<file path="src/plm_pkg.sv">
// constants for the primary mode control block
package plm_pkg;

    // ------------------------------------------------------------
    // register offsets and pointer wrap points
    // ------------------------------------------------------------
    localparam logic [7:0] PRIMARY_MODE_OFS  = 8'h00;
    localparam logic [7:0] PRESCALE_OFS      = 8'hfe;
    localparam logic [7:0] LAST_CHANNEL_OFS  = 8'h45;
    localparam logic [7:0] FIRST_BCAST_OFS   = 8'hfa;
    localparam logic [7:0] LAST_BCAST_OFS    = 8'hfe;

    // ------------------------------------------------------------
    // primary mode field positions
    // ------------------------------------------------------------
    localparam int RESUME_BIT      = 7;
    localparam int EXT_CLK_BIT     = 6;
    localparam int AUTO_INC_BIT    = 5;
    localparam int SLEEP_BIT       = 4;
    localparam int SEC_ONE_BIT     = 3;
    localparam int SEC_TWO_BIT     = 2;
    localparam int SEC_THREE_BIT   = 1;
    localparam int GROUP_BIT       = 0;

    // ------------------------------------------------------------
    // reset values
    // ------------------------------------------------------------
    localparam logic [7:0] PRIMARY_MODE_RST  = 8'h11;
    localparam logic [7:0] PRESCALE_RST      = 8'h03;
    localparam logic [7:0] POINTER_RST       = 8'h00;

    // ------------------------------------------------------------
    // timing
    // ------------------------------------------------------------
    localparam int CORE_CLK_MHZ    = 100;
    localparam int OSC_START_US    = 500;
    localparam int OSC_START_CYC   = OSC_START_US * CORE_CLK_MHZ;
    localparam int PWM_STEPS       = 4096;
    localparam int OSC_DIV_DEFAULT = 4;

    // ------------------------------------------------------------
    // wake sequencing states
    // ------------------------------------------------------------
    typedef enum logic [1:0]
    {
        PLM_ASLEEP   = 2'b00,
        PLM_STARTING = 2'b01,
        PLM_RUNNING  = 2'b10,
        PLM_DRAINING = 2'b11
    } plm_state_t;

endpackage

</file>
<file path="src/plm_tick_if.sv">
// tick carrier between clock source and pwm timebase
`timescale 1ns/100ps
`default_nettype none
interface plm_tick_if;
    logic tick;
    logic run;

    modport src
    (
        output tick,
        output run
    );

    modport sink
    (
        input  tick,
        input  run
    );
endinterface
`default_nettype wire

</file>
<file path="src/plm_mode_ctrl.sv">
// primary mode control register, pointer and pwm clock sequencing
`timescale 1ns/100ps
`default_nettype none
// How it works
// - bit 7 shows resume; write one clears while awake
// - pin activity harmless while asleep
// - clock select sticky until software reset
// - clock select chooses oscillator or pin
// - refresh rate is clock over 4096(prescale+1)
// - auto increment advances pointer after access
// - bit 4 sleep, stops oscillator, resets set
// - oscillator running within 500 us
// - external clock needs no start delay
// - no pwm activity while oscillator stopped in sleep
// - bit 0 enables group address, resets one
// - prescale writes ignored while awake
// - sleep with active channels sets resume
// - writing resume one while set and awake restarts channels
// - pointer wraps 69 to 0, 254 to 0
module plm_mode_ctrl
#(
    parameter int OSC_START_CYCLES = plm_pkg::OSC_START_CYC,
    parameter int OSC_DIV          = plm_pkg::OSC_DIV_DEFAULT
)
(
    // clock and reset
    input  wire logic        core_clk,
    input  wire logic        rst_n,
    input  wire logic        soft_reset,
    // register port from the bus slave
    input  wire logic        ptr_load,
    input  wire logic        reg_wr,
    input  wire logic        reg_rd,
    input  wire logic [7:0]  reg_wdata,
    output logic [7:0]       reg_ptr,
    output logic [7:0]       reg_rdata,
    output logic             reg_hit,
    // pins and pwm channel status
    input  wire logic        ext_clk_pin,
    input  wire logic        channels_active,
    // address match enables
    output logic             secondary_addr_one_enable,
    output logic             secondary_addr_two_enable,
    output logic             secondary_addr_three_enable,
    output logic             group_address_enable,
    // pwm timebase
    output logic             pwm_run,
    output logic [11:0]      pwm_count,
    output logic             pwm_cycle_end,
    output logic             pwm_restart,
    output logic             pwm_freeze
);
    logic [7:0]         mode_ff;
    logic [7:0]         prescale_ff;
    logic [7:0]         ptr_ff;
    logic               resume_ff;
    logic               ext_sel_ff;
    logic               restart_ff;
    logic [16:0]        start_cnt_ff;
    plm_pkg::plm_state_t state_ff;
    plm_pkg::plm_state_t nxt_state;
    logic               mode_wr;
    logic               pre_wr;
    logic               sleep;
    logic               resume_set;
    logic               resume_clr;
    logic               osc_on;
    logic               pwm_enable;
    logic               cycle_end;

    plm_tick_if tick_bus ();

    assign mode_wr = reg_wr && ptr_ff == plm_pkg::PRIMARY_MODE_OFS;
    assign pre_wr  = reg_wr && ptr_ff == plm_pkg::PRESCALE_OFS;
    assign sleep   = mode_ff[plm_pkg::SLEEP_BIT];

    // ------------------------------------------------------------
    // plain mode bits
    // ------------------------------------------------------------
    always_ff @(posedge core_clk or negedge rst_n)
    begin
        if (!rst_n)
            mode_ff <= plm_pkg::PRIMARY_MODE_RST;
        else if (soft_reset)
            mode_ff <= plm_pkg::PRIMARY_MODE_RST;
        else if (mode_wr)
            mode_ff <= reg_wdata;
    end

    // ------------------------------------------------------------
    // sticky clock select
    // ------------------------------------------------------------
    always_ff @(posedge core_clk or negedge rst_n)
    begin
        if (!rst_n)
            ext_sel_ff <= 1'b0;
        else if (soft_reset)
            ext_sel_ff <= 1'b0;
        else if (mode_wr && reg_wdata[plm_pkg::EXT_CLK_BIT])
            ext_sel_ff <= 1'b1;
    end

    // ------------------------------------------------------------
    // prescale, writable only in sleep
    // ------------------------------------------------------------
    always_ff @(posedge core_clk or negedge rst_n)
    begin
        if (!rst_n)
            prescale_ff <= plm_pkg::PRESCALE_RST;
        else if (soft_reset)
            prescale_ff <= plm_pkg::PRESCALE_RST;
        else if (pre_wr && sleep)
            prescale_ff <= reg_wdata;
    end

    // ------------------------------------------------------------
    // register pointer
    // ------------------------------------------------------------
    always_ff @(posedge core_clk or negedge rst_n)
    begin
        if (!rst_n)
            ptr_ff <= plm_pkg::POINTER_RST;
        else if (soft_reset)
            ptr_ff <= plm_pkg::POINTER_RST;
        else if (ptr_load)
            ptr_ff <= reg_wdata;
        else if ((reg_wr || reg_rd) && mode_ff[plm_pkg::AUTO_INC_BIT])
        begin
            if (ptr_ff == plm_pkg::LAST_CHANNEL_OFS || ptr_ff >= plm_pkg::LAST_BCAST_OFS)
                ptr_ff <= plm_pkg::PRIMARY_MODE_OFS;
            else if (ptr_ff > plm_pkg::LAST_CHANNEL_OFS && ptr_ff < plm_pkg::FIRST_BCAST_OFS)
                ptr_ff <= plm_pkg::PRIMARY_MODE_OFS;
            else
                ptr_ff <= ptr_ff + 8'h01;
        end
    end

    // ------------------------------------------------------------
    // wake sequencing
    // ------------------------------------------------------------
    always_comb
    begin
        nxt_state = state_ff;
        unique case (state_ff)
            plm_pkg::PLM_ASLEEP:
                if (!sleep)
                    nxt_state = ext_sel_ff ? plm_pkg::PLM_RUNNING
                                           : plm_pkg::PLM_STARTING;
            plm_pkg::PLM_STARTING:
                if (sleep)
                    nxt_state = plm_pkg::PLM_ASLEEP;
                else if (start_cnt_ff == 17'(OSC_START_CYCLES - 1))
                    nxt_state = plm_pkg::PLM_RUNNING;
            plm_pkg::PLM_RUNNING:
                if (sleep)
                    nxt_state = channels_active ? plm_pkg::PLM_DRAINING
                                                : plm_pkg::PLM_ASLEEP;
            plm_pkg::PLM_DRAINING:
                if (!sleep)
                    nxt_state = plm_pkg::PLM_RUNNING;
                else if (cycle_end)
                    nxt_state = plm_pkg::PLM_ASLEEP;
        endcase
    end

    always_ff @(posedge core_clk or negedge rst_n)
    begin
        if (!rst_n)
            state_ff <= plm_pkg::PLM_ASLEEP;
        else if (soft_reset)
            state_ff <= plm_pkg::PLM_ASLEEP;
        else
            state_ff <= nxt_state;
    end

    always_ff @(posedge core_clk or negedge rst_n)
    begin
        if (!rst_n)
            start_cnt_ff <= 17'h00000;
        else if (state_ff != plm_pkg::PLM_STARTING || soft_reset)
            start_cnt_ff <= 17'h00000;
        else
            start_cnt_ff <= start_cnt_ff + 17'h00001;
    end

    // oscillator stops in sleep; with channels active a refresh in progress is allowed to finish
    assign osc_on     = !ext_sel_ff && state_ff != plm_pkg::PLM_ASLEEP;
    assign pwm_enable = state_ff == plm_pkg::PLM_RUNNING
                     || state_ff == plm_pkg::PLM_DRAINING;

    // ------------------------------------------------------------
    // resume flag
    // ------------------------------------------------------------
    assign resume_set = state_ff == plm_pkg::PLM_DRAINING && sleep && cycle_end;
    assign resume_clr = mode_wr && reg_wdata[plm_pkg::RESUME_BIT] && !sleep;

    always_ff @(posedge core_clk or negedge rst_n)
    begin
        if (!rst_n)
            resume_ff <= 1'b0;
        else if (soft_reset)
            resume_ff <= 1'b0;
        else if (resume_set)
            resume_ff <= 1'b1;
        else if (resume_clr)
            resume_ff <= 1'b0;
    end

    always_ff @(posedge core_clk or negedge rst_n)
    begin
        if (!rst_n)
            restart_ff <= 1'b0;
        else
            restart_ff <= resume_clr && resume_ff && !resume_set;
    end

    // ------------------------------------------------------------
    // clock source and timebase
    // ------------------------------------------------------------
    plm_clk_src
    #(
        .OSC_DIV     (OSC_DIV)
    )
    u_clk_src
    (
        .core_clk    (core_clk),
        .rst_n       (rst_n),
        .ext_sel     (ext_sel_ff),
        .osc_on      (osc_on),
        .pwm_enable  (pwm_enable),
        .ext_clk_pin (ext_clk_pin),
        .tck         (tick_bus.src)
    );

    plm_timebase
    #(
        .CNT_W       (12)
    )
    u_timebase
    (
        .core_clk    (core_clk),
        .rst_n       (rst_n),
        .prescale    (prescale_ff),
        .clear       (soft_reset),
        .tck         (tick_bus.sink),
        .count       (pwm_count),
        .cycle_end   (cycle_end)
    );

    // ------------------------------------------------------------
    // read data and outputs
    // ------------------------------------------------------------
    always_comb
    begin
        reg_rdata = 8'h00;
        reg_hit   = 1'b0;
        if (ptr_ff == plm_pkg::PRIMARY_MODE_OFS)
        begin
            reg_rdata = {resume_ff, ext_sel_ff, mode_ff[5:0]};
            reg_hit   = 1'b1;
        end
        else if (ptr_ff == plm_pkg::PRESCALE_OFS)
        begin
            reg_rdata = prescale_ff;
            reg_hit   = 1'b1;
        end
    end

    assign reg_ptr                     = ptr_ff;
    assign secondary_addr_one_enable   = mode_ff[plm_pkg::SEC_ONE_BIT];
    assign secondary_addr_two_enable   = mode_ff[plm_pkg::SEC_TWO_BIT];
    assign secondary_addr_three_enable = mode_ff[plm_pkg::SEC_THREE_BIT];
    assign group_address_enable        = mode_ff[plm_pkg::GROUP_BIT];
    assign pwm_run                     = tick_bus.run;
    assign pwm_cycle_end               = cycle_end;
    assign pwm_restart                 = restart_ff;
    assign pwm_freeze                  = !pwm_enable;
endmodule
`default_nettype wire

</file>
<file path="src/plm_clk_src.sv">
// pwm clock source: divided internal oscillator or synced external pin
`timescale 1ns/100ps
`default_nettype none
module plm_clk_src
#(
    parameter int OSC_DIV = plm_pkg::OSC_DIV_DEFAULT
)
(
    // clock and reset
    input  wire logic   core_clk,
    input  wire logic   rst_n,
    // control
    input  wire logic   ext_sel,
    input  wire logic   osc_on,
    input  wire logic   pwm_enable,
    input  wire logic   ext_clk_pin,
    // tick out
    plm_tick_if.src     tck
);
    logic [1:0]  ext_sync_ff;
    logic        ext_prev_ff;
    logic [15:0] osc_div_ff;
    logic        osc_tick;
    logic        ext_tick;

    // ------------------------------------------------------------
    // external pin synchroniser and edge detect
    // ------------------------------------------------------------
    always_ff @(posedge core_clk or negedge rst_n)
    begin
        if (!rst_n)
        begin
            ext_sync_ff <= 2'h0;
            ext_prev_ff <= 1'b0;
        end
        else
        begin
            ext_sync_ff <= {ext_sync_ff[0], ext_clk_pin};
            ext_prev_ff <= ext_sync_ff[1];
        end
    end

    assign ext_tick = ext_sync_ff[1] & ~ext_prev_ff;

    // ------------------------------------------------------------
    // internal oscillator model, stopped in sleep
    // ------------------------------------------------------------
    always_ff @(posedge core_clk or negedge rst_n)
    begin
        if (!rst_n)
            osc_div_ff <= 16'h0000;
        else if (!osc_on || osc_div_ff == 16'(OSC_DIV - 1))
            osc_div_ff <= 16'h0000;
        else
            osc_div_ff <= osc_div_ff + 16'h0001;
    end

    assign osc_tick = osc_on && osc_div_ff == 16'(OSC_DIV - 1);

    // pin edges pass only while awake, so a live pin during the switch is harmless
    assign tck.tick = pwm_enable & (ext_sel ? ext_tick : osc_tick);
    assign tck.run  = pwm_enable;
endmodule
`default_nettype wire

</file>
<file path="src/plm_timebase.sv">
// pwm prescaler and 12-bit refresh counter
`timescale 1ns/100ps
`default_nettype none
module plm_timebase
#(
    parameter int CNT_W = 12
)
(
    // clock and reset
    input  wire logic              core_clk,
    input  wire logic              rst_n,
    // control
    input  wire logic [7:0]        prescale,
    input  wire logic              clear,
    // tick in
    plm_tick_if.sink               tck,
    // status
    output logic [CNT_W-1:0]       count,
    output logic                   cycle_end
);
    logic [7:0]       pre_ff;
    logic [CNT_W-1:0] cnt_ff;
    logic             step;

    // ------------------------------------------------------------
    // prescale divides source ticks by prescale plus one
    // ------------------------------------------------------------
    always_ff @(posedge core_clk or negedge rst_n)
    begin
        if (!rst_n)
            pre_ff <= 8'h00;
        else if (clear)
            pre_ff <= 8'h00;
        else if (tck.tick)
            pre_ff <= (pre_ff >= prescale) ? 8'h00 : pre_ff + 8'h01;
    end

    assign step = tck.tick && pre_ff >= prescale;

    // ------------------------------------------------------------
    // refresh counter, one refresh per full wrap
    // ------------------------------------------------------------
    always_ff @(posedge core_clk or negedge rst_n)
    begin
        if (!rst_n)
            cnt_ff <= '0;
        else if (clear)
            cnt_ff <= '0;
        else if (step)
            cnt_ff <= cnt_ff + 1'b1;
    end

    assign count     = cnt_ff;
    assign cycle_end = step && (&cnt_ff);
endmodule
`default_nettype wire

</file>
<file path="config.mk">
export PLATFORM = sky130hd
export DESIGN_NAME = plm_mode_ctrl
export DESIGN_NICKNAME = d
export VERILOG_FILES = /design/src/plm_pkg.sv /design/src/plm_tick_if.sv /design/src/plm_mode_ctrl.sv /design/src/plm_clk_src.sv /design/src/plm_timebase.sv
export SDC_FILE = /design/constraint.sdc
export NUM_CORES = 1
export LEC_CHECK = 0
export ABC_AREA = 1
export ABC_CLOCK_PERIOD_IN_PS = 4750
export BUFFER_PORTS_ARGS = -buffer_cell sky130_fd_sc_hd__buf_2
export CORE_MARGIN = 5
export CORE_UTILIZATION = 33
export DETAILED_ROUTE_END_ITERATION = 12
export GPL_TIMING_DRIVEN = 0
export SLEW_MARGIN = 20
export SYNTH_ARGS = -nofsm -noshare
export SYNTH_HDL_FRONTEND = slang
export SYNTH_SLANG_ARGS = --single-unit
</file>
<file path="constraint.sdc">
create_clock -name core_clk -period 4.75 [get_ports core_clk]
set_clock_uncertainty 0.2 [all_clocks]
set_input_delay 0.475 -clock core_clk [delete_from_list [all_inputs] [get_ports core_clk]]
set_output_delay 0.475 -clock core_clk [all_outputs]
set_load 0.02 [all_outputs]
</file>
==> results of run 1 <==
## cell families after synthesis
family	count (synthesis)	share of synthesized area, %
and+or+nand+nor	362	33.3
buffers and inverters	96	7.72
AOI/OAI and AO/OA	67	7.70
DFF	83	43.6
adders and majority gates	16	4.19
xor gates and xnor gates	19	3.48
## final cells by class
cell class / count / area share (%)
Inverter: 86 / 5.72
Tap cell: 184 / 4.08
Timing Repair Buffer: 52 / 5.15
Sequential cell: 83 / 36.9
Multi-Input combinational cell: 464 / 41.3
Clock buffer: 10 / 4.06
Clock inverter: 6 / 2.02
Buffer: 10 / 0.821
## how the worst min path moves through the flow
stage / from / endpoint / slack, ns / depth (start not counted)
2_1_floorplan: rst_n / ext_sel_ff / -0.02 / 0
3_3_place_gp: u_clk_src.ext_sync_ff[0] / u_clk_src.ext_sync_ff[1] / 0.14 / 0
3_5_place_dp: u_clk_src.ext_sync_ff[0] / u_clk_src.ext_sync_ff[1] / 0.15 / 0
4_1_cts: ext_clk_pin / u_clk_src.ext_sync_ff[0] / 0.03 / 1
5_1_grt: ext_clk_pin / u_clk_src.ext_sync_ff[0] / 0.03 / 1
6_report: ext_clk_pin / u_clk_src.ext_sync_ff[0] / 0.05 / 1
## worst reg2reg max path, stage by stage (launching register included)
cell and delay, ns:
dfrtp_1 0.44, inv_1 0.16, ha_1 0.18, nand2_1 0.05, nor3_1 0.18, nand3_2 0.20
inv_1 0.18, nand2_1 0.14, nand2_1 0.14, inv_1 0.12, nand2_1 0.07, o21ai_0 0.07
## sequential cells by signal (all words and copies together), names as in the netlist
signal / flops
resume_ff: 1
reg_ptr: 8
u_clk_src.osc_div_ff: 16
pwm_restart: 1
u_timebase.pre_ff: 8
prescale_ff: 8
u_timebase.count: 12
mode_ff: 6
start_cnt_ff: 17
state_ff: 2
u_clk_src.ext_sync_ff: 2
u_clk_src.ext_prev_ff: 1
ext_sel_ff: 1
## cells in the mapped netlist (2+ instances only)
| cell | n |
|---|---|
| nand4_1 | 12 |
| a21oi_1 | 13 |
| o21ai_0 | 33 |
| nor3_1 | 23 |
| nor2_1 | 80 |
| nand2_4 | 2 |
| o21ai_1 | 6 |
| ha_1 | 16 |
| o21a_1 | 3 |
| xnor2_1 | 3 |
| inv_2 | 3 |
| dfrtp_1 | 79 |
| inv_1 | 83 |
| o22ai_1 | 4 |
| dfstp_2 | 4 |
| clkbuf_1 | 8 |
| nand2_1 | 171 |
| nand2_2 | 2 |
| nor3b_1 | 7 |
| nor2_2 | 2 |
| nand3_1 | 49 |
| nor4_1 | 9 |
| a31oi_1 | 2 |
| xor2_1 | 16 |
## metal layers
metal / up-vias / part of all wire [%] / global-route usage [%]
met5: - / 0 / 0
met4: 0 / 1.2 / 4.30
met3: 12 / 3.3 / 3.03
met2: 52 / 47 / 24.4
met1: 1973 / 48 / 19.6
li1: 2209 / - / -
## power breakdown
| group | internal [mW] | total [mW] | switching (mW) |
|---|---|---|---|
| clock | 0.515 | 0.804 | 0.289 |
| sequential | 0.748 | 0.787 | 0.0396 |
| combinational | 0.0958 | 0.336 | 0.241 |
## repair_timing
action                                  4_1_cts  5_1_grt
endpoints found under the hold margin        25        0
endpoints found under the setup margin        0        0
hold buffers                                  1        0
## through the flow
step / instance area (sq um) / hold slack (ns) / cells / power (mW) / worst slack [ns]
6_report: 5640 / 0.0468 / 895 / 1.93 / 1.91
5_1_grt: 5640 / 0.0321 / 895 / 2.04 / 1.71
4_1_cts: 5640 / 0.0308 / 895 / 1.96 / 1.86
3_5_place_dp: 5290 / 0.154 / 878 / 1.14 / 2.25
3_3_place_gp: 5260 / 0.135 / 877 / 1.14 / 2.25
2_1_floorplan: 4780 / -0.0206 / 643 / 1.02 / 2.35
==> run metrics, run 1 <==
area of the core approximately 0.014 sq mm; Synthesized Nets between 600 and 700; cts repair resizes 0; clock root buffer clkbuf_16; Final Hold Vio Count 0; most common cell after layout, fill and taps aside nand2_1; post-synth top area cell dfrtp_1; initial antenna violation count 0; DRT iter0 DRCs 145; synthesized area per cell ~7.4 sq um; WL/cell between 10 and 15 um; ys async rst share between 90% and 100%; clock latency at the later pin of the worst-skew pair between 0.3 and 0.4 ns; Worst Setup Start Kind flip-flop; pin count of the biggest net entering global routing between 50 and 60; Buf/Inv on CP 2; Die X ~130 um; WP data arrival about 2.2 ns; area of the multi-input gates 0.00233 sq mm; Post-CTS Setup Inserts 0; slack of the worst reg-to-reg path ~2.5 ns; status finished clean; Synth area leaders dfrtp_1, nand2_1, inv_1, nor2_1, nand3_1; Max Cap Violations 0; Sequential cell area around 0.0021 sq mm; Post-Syn Instances approximately 640; Hold WC Path Type in -> reg; fmax about 350 MHz; IO Pins 53; crit-path leading delay family simple AND/OR/NAND/NOR gates; fin crit period roughly 2.8 ns; CTS tree done; crit-path most repeated cell nand2_1; Slowest-stage cell, CP dfstp_2; gpl congestion between 0.8 and 0.9; Crit Reg-Reg Endpoint mode_ff[2]; final wirelength approximately 12 mm; final setup TNS 0 ns; pwr dens around 340 mW/mm^2; Mapped Area about 0.0048 sq mm; first-pass GRT wire length ~20 mm; most frequent cells in the layout nand2_1, inv_1, nor2_1; Fill cells approximately 1,500; Die Area 0.0170 sq mm; post-synthesis cell type count 37; critical path type reg -> out; Worst path max stage delay roughly 0.52 ns; Max Root-Sink Buffers 2; register area share after synthesis a little over two fifths; final global-route overflow total 0; Post-synth EDFFs 0; reg2reg path depth 11; # DRC 0; n_diodes 0; GRT Total Usage between 10% and 20%; Util after Layout around 40%; CP Cell Sequence inv_1, ha_1, nand2_1, nand3_1, nand2_1, nand2_1, nand2_1, nand2_1, nand2_2, nor3_1, buf_2; post-DP HPWL roughly 8.8 mm; DR vias 4,246; CP startpoint prescale_ff[1]; warnings from Yosys 0; Worst-Margin Slew between 0.5 and 0.6 ns; IO buf count 50; Starting Density about a third; antenna viol nets, final 0; Via density around 4.7; Area Overhead vs Synth 18.1%; CP endpoint kind output pin; H-tree depth 3; top cell type's share of synthesized area about two fifths; critical path depth 11; Worst R2R Start reg_ptr[1]; Worst Path Max Fanout 4; Max VDD drop 0.144 mV; Clock Sink Count 83; die height 130 um; Final Cycle Share about 60%; CP required roughly 4 ns; std cell rows between 40 and 50; Final setup viols 0; RSZ-0062 raised after global routing no; Initial DRT Pass Iterations 4; Final #Nets roughly 740; Critical path destination pwm_cycle_end; worst rel slew slack about three fifths; share of post-route cells with drive strength above 1 between 10% and 20%; Lkg Pwr between 2 and 3 nW; vias in the first global route approximately 4,200; CTS clk-pin slew, worst paths 0.06 ns; Yosys reg bits between 80 and 90; TritonCTS Buffers 9; prevailing post-synth register cell dfrtp_1; Max Slew Vio Count 0
Power figures use the tool's default switching activity.
==> run 2, diff against run 1 <==
Settings changed: ABC_CLOCK_PERIOD_IN_PS 4750 to 2750.
Clock period 4.75 ns to 2.75 ns, I/O delays scaled along.
==> run metrics, run 2 (synthesized netlist as in run 1, its figures left out) <==
Worst Path Max Fanout 8 (+4); Sequential cell area 0.00208 sq mm (unchanged); pwr dens 589 mW/mm^2 (+72%); Max VDD drop 0.250 mV (+73%); clock root buffer clkbuf_16; gpl congestion 0.863 (unchanged); WP data arrival 2.08 ns (-0.09 ns); Slowest-stage cell, CP dfrtp_1; Max Root-Sink Buffers 2 (unchanged); max reg flops 17 (unchanged); Worst path max stage delay 0.43 ns (-0.09 ns); pin count of the biggest net entering global routing 56 (unchanged); first-pass GRT wire length 20.1 mm (+0.10%); final wirelength 11.6 mm (+0.31%); Max Slew Vio Count 0 (unchanged); initial antenna violation count 0 (unchanged); CP required 2.28 ns (-1.79 ns); final setup TNS 0 ns (unchanged); Area Overhead vs Synth 18.4%; Reg with most FFs start_cnt_ff; clock latency at the later pin of the worst-skew pair 0.34 ns (about the same); Final #Nets 739 (+0.14%); IO Pins 53 (unchanged); Die X 130 um (unchanged); Int Pwr 2.35 mW (+73%); Lkg Pwr 2.73 nW (+0.15%); Final setup viols 0 (unchanged); WL/cell 13.0 um (+0.20%); n_diodes 0 (unchanged); Hold WC Path Type in -> reg; worst rel slew slack 59.1% (-2.4 points); most common cell after layout, fill and taps aside nand2_1; Worst-Margin Slew 0.613 ns (+0.0354 ns); Initial DRT Pass Iterations 4 (unchanged); crit-path most repeated cell inv_1; std cell rows 44 (unchanged); Final Cycle Share just over 90%; Clk network pwr share 41.7% (about the same); H-tree depth 3 (unchanged); hold path startpoint reg_wdata[6]; Buf/Inv on CP 3 (+1); crit-path leading delay family buffers and inverters; Placed Area 0.00529 sq mm (unchanged); total power 3.33 mW (+73%); post-DP HPWL 8.77 mm (unchanged); P_sw 0.986 mW (+73%); GRT Total Usage 14.7% (about the same); Max Cap Violations 0 (unchanged); # DRC 0 (unchanged); DRT iter0 DRCs 166 (+14%); CP Cell Sequence inv_1, ha_1, nand2_1, nor4_4, inv_1, o22ai_1, buf_2; Clock Sink Count 83 (unchanged); fin crit period 2.56 ns; RSZ-0062 raised after global routing no; vias in the first global route 4,208 (+0.17%); die height 130 um (unchanged); IO buf count 50 (unchanged); most frequent cells in the layout nand2_1, inv_1, nor2_1; CP endpoint kind output pin; Worst R2R Start reg_ptr[1]; Final Hold Vio Count 0 (unchanged); critical path type reg -> out; area of the core 0.0144 sq mm (unchanged); share of post-route cells with drive strength above 1 12.2% (+0.12 points); DR vias 4,239 (-0.16%); Fill cells 1,492 (-0.13%); Worst Setup Start Kind flip-flop; Worst Hold Endpoint ext_sel_ff; status finished clean; Die Area 0.0170 sq mm (unchanged); fin area 0.00566 sq mm (+0.31%); TritonCTS Buffers 9 (unchanged); Crit Reg-Reg Endpoint mode_ff[2]; reg2reg path depth 11 (unchanged); area of the multi-input gates 0.00233 sq mm (+0.22%); Via density 4.73 (-0.28%); CTS tree done; hold path cells 3 (+2); Starting Density 33.3% (unchanged); final global-route overflow total 0 (unchanged); CTS clk-pin slew, worst paths 0.06 ns (about the same); antenna viol nets, final 0 (unchanged); slack of the worst reg-to-reg path 0.50 ns (-2.00 ns); Comb pwr share 17.5% (about the same); fmax slightly below 400 MHz; sequential power share 40.8% (about the same); Sw Ratio 29.6% (+0.044 points)
==> run 2: cell count changes in the layout (fill, tap and decap cells not counted) <==
cell           delta
buf_2             -1
buf_4             +1
dlygate4sd3_1     +1
nor3_1            -1
nor3_2            +1
==> run 2: worst max path at each step <==
stage                            startpoint  cells after the start            end
floorplan                    prescale_ff[1]                     10  pwm_cycle_end
global placement             prescale_ff[1]                     11  pwm_cycle_end
detailed placement           prescale_ff[1]                     11  pwm_cycle_end
CTS                          prescale_ff[1]                     11  pwm_cycle_end
global route        u_clk_src.osc_div_ff[0]                     12  pwm_cycle_end
finish                           reg_ptr[0]                      7   reg_rdata[7]
==> run 2: final cells by class <==
class	count	area share, %
tap	184	4.07
sequential	83	36.8
clock inverter	6	2.01
multi-input combinational	464	41.2
timing repair buffer	53	5.35
inverter	86	5.70
clock buffer	10	4.05
buffer	10	0.818
==> run 2: metal layers <==
metal	track usage (%)	part of all wire, %
met2	24.4	48
met5	0	0
met3	3.03	3.2
met1	19.6	48
met4	4.30	0.91
==> run 2: power groups by stage <==
stage,logic (mW),registers (mW),clock network [mW]
after CTS,0.595,1.36,1.43
after global routing,0.668,1.37,1.49
after global placement,0.586,1.38,0
final,0.584,1.36,1.39
after detailed placement,0.589,1.38,0
after floorplan,0.375,1.38,0
==> run 2: stage by stage <==
| step | cells | setup slack, ns | utilization, % | hold WS (ns) |
|---|---|---|---|---|
| global placement | 877 | 0.445 | 36.6 | 0.135 |
| detailed placement | 878 | 0.449 | 36.8 | 0.0379 |
| CTS | 896 | 0.0639 | 39.3 | 0.0123 |
| floorplan | 643 | 0.554 | - | -0.221 |
| finish | 896 | 0.191 | 39.4 | 0.0228 |
| global route | 896 | 0.00927 | 39.4 | 0.0301 |
==> run 2: repair_timing <==
item	in CTS	in global routing
hold buffers	2	0
setup buffers	0	0
setup endpoints to repair	0	5
endpoints found under the hold margin	29	0
gates resized for setup	0	2
==> run 2: worst register-to-register path: stages (launching register included) <==
cell and delay (ns):
dfrtp_1 0.44, inv_1 0.16, ha_1 0.18, nand2_1 0.05, nor3_1 0.18, nand3_2 0.20
inv_1 0.18, nand2_1 0.14, nand2_1 0.14, inv_1 0.12, nand2_1 0.07, o21ai_0 0.07
==> run 3, diff against run 2 <==
Settings changed: PLACE_DENSITY set to 0.59.
==> run metrics, run 3 (synthesized netlist as in run 1, its figures left out) <==
Lkg Pwr 2.73 nW (about the same); number of cells after detailed placement 878 (unchanged); RSZ-0062 raised after global routing no; Sw Ratio 30.3% (+0.70 points); IO Pins 53 (unchanged); reg2reg path depth 11 (unchanged); vias in the first global route 4,252 (+1.0%); Util after Layout 39.2% (-0.14 points); Max Cap Violations 0 (unchanged); final wirelength 12.1 mm (+3.8%); Max Root-Sink Buffers 2 (unchanged); Final #Nets 741 (+0.27%); Final Cycle Share 96.1% (+3.1 points); Max Slew Vio Count 0 (unchanged); Worst Setup Start Kind flip-flop; Max VDD drop 0.274 mV (+9.8%); # DRC 0 (unchanged); CTS tree done; Final Hold Vio Count 0 (unchanged); most frequent cells in the layout nand2_1, inv_1, nor2_1; Placed Area 0.00529 sq mm (unchanged); sequential power share 41.9% (+1.1 points); WL/cell 13.5 um (+3.6%); fmax 378 MHz (-3.2%); final global-route overflow total 0 (unchanged); worst hold slack 0.0208 ns (-0.00203 ns); fin crit period 2.64 ns (+0.0847 ns); clock latency at the later pin of the worst-skew pair 0.34 ns (about the same); share of post-route cells with drive strength above 1 12.5% (+0.25 points); Clock Sink Count 83 (unchanged); pwr dens 576 mW/mm^2 (-2.2%); initial antenna violation count 0 (unchanged); WP data arrival 2.17 ns (+0.09 ns); Int Pwr 2.26 mW (-3.5%); total power 3.25 mW (-2.6%); first-pass GRT wire length 20.7 mm (+2.7%); TritonCTS Buffers 9 (unchanged); area of the multi-input gates 0.00233 sq mm (unchanged); CP endpoint kind output pin; Clk network pwr share 39.9% (-1.8 points); status finished clean; CP required 2.28 ns (about the same); antenna viol nets, final 0 (unchanged); Finished Layout Cells 898 (+0.22%); Starting Density 33.3% (unchanged); H-tree depth 3 (unchanged); post-layout worst setup margin 0.106 ns (-0.0847 ns); GRT Total Usage 15.3% (+0.59 points); worst rel slew slack 59.3% (+0.19 points); Worst Path Max Fanout 6 (-2); Die Area 0.0170 sq mm (unchanged); std cell rows 44 (unchanged); critical path type reg -> out; Hold WC Path Type in -> reg; Final setup viols 0 (unchanged); Area Overhead vs Synth 18.0%; n_diodes 0 (unchanged); most common cell after layout, fill and taps aside nand2_1; post-placement setup slack 0.442 ns (-0.00669 ns); hold path cells 3 (unchanged); pin count of the biggest net entering global routing 55 (-1.8%); Fill cells 1,520 (+1.9%); area of the core 0.0144 sq mm (unchanged); max reg flops 17 (unchanged); final setup TNS 0 ns (unchanged); clock root buffer clkbuf_16; P_sw 0.984 mW (-0.26%); Via density 4.82 (+1.9%); CTS clk-pin slew, worst paths 0.06 ns (about the same); DRT iter0 DRCs 219 (+32%); die height 130 um (unchanged); Comb pwr share 18.3% (+0.8 points); DR vias 4,328 (+2.1%); gpl congestion 0.884 (+2.4%); Die X 130 um (unchanged); IO buf count 50 (unchanged); post-DP HPWL 8.94 mm (+2.0%); Worst-Margin Slew 0.611 ns (-0.00283 ns); fin area 0.00564 sq mm (-0.35%); Initial DRT Pass Iterations 4 (unchanged); Reg with most FFs start_cnt_ff; Sequential cell area 0.00208 sq mm (unchanged)
==> run 3: cell types whose count changed in the layout (fill, tap and decap cells not counted), sizes merged <==
cell and change:
inv +1, bufinv -1, clkinvlp -2, clkbuf +2, buf +2
==> run 3: path summary, 6_finish.rpt <==
path / from / to / slack [ns]
setup / recovery: reg_ptr[1] / reg_rdata[7] / 0.11
hold / removal: reg_wdata[0] / mode_ff[0] / 0.02
setup reg to reg: reg_ptr[1] / mode_ff[3] / 0.59
hold reg to reg: u_clk_src.ext_sync_ff[0] / u_clk_src.ext_sync_ff[1] / 0.19
max in group asynchronous: rst_n / mode_ff[0] / 1.47
min in group asynchronous: rst_n / start_cnt_ff[12] / 0.22
==> run 3: final cells by class <==
type | count | area share [%]
Multi-Input combinational cell | 464 | 41.4
Tap cell | 184 | 4.08
Buffer | 10 | 0.821
Timing Repair Buffer | 55 | 5.59
Clock buffer | 12 | 4.19
Inverter | 86 | 5.72
Sequential cell | 83 | 36.9
Clock inverter | 4 | 1.31
==> run 3: layer usage <==
| layer | global-route usage (%) | part of all wire (%) |
|---|---|---|
| met1 | 20.7 | 47 |
| met4 | 6.29 | 2.1 |
| met5 | 0 | 0 |
| met3 | 2.37 | 2.8 |
| met2 | 24.7 | 48 |
==> run 3: critical path, stage by stage, from the launching register on <==
cell	delay, ns
dfrtp_1	0.45
inv_1	0.16
ha_1	0.20
nand2_1	0.06
nor3_1	0.17
nand3_2	0.16
buf_4	0.18
o22ai_1	0.23
buf_2	0.22
==> run 3: power groups by stage <==
stage / clock, mW / sequential, mW / combinational [mW]
2_1_floorplan: 0 / 1.38 / 0.375
6_report: 1.30 / 1.36 / 0.593
4_1_cts: 1.33 / 1.36 / 0.598
3_5_place_dp: 0 / 1.38 / 0.593
3_3_place_gp: 0 / 1.38 / 0.584
5_1_grt: 1.38 / 1.37 / 0.684
==> run 3: what timing repair did <==
action                     in CTS  in global routing
buffers inserted                0                  2
hold buffers                    2                  0
hold endpoints to repair       30                  0
resized for setup               0                  5
setup endpoints to repair       0                  9
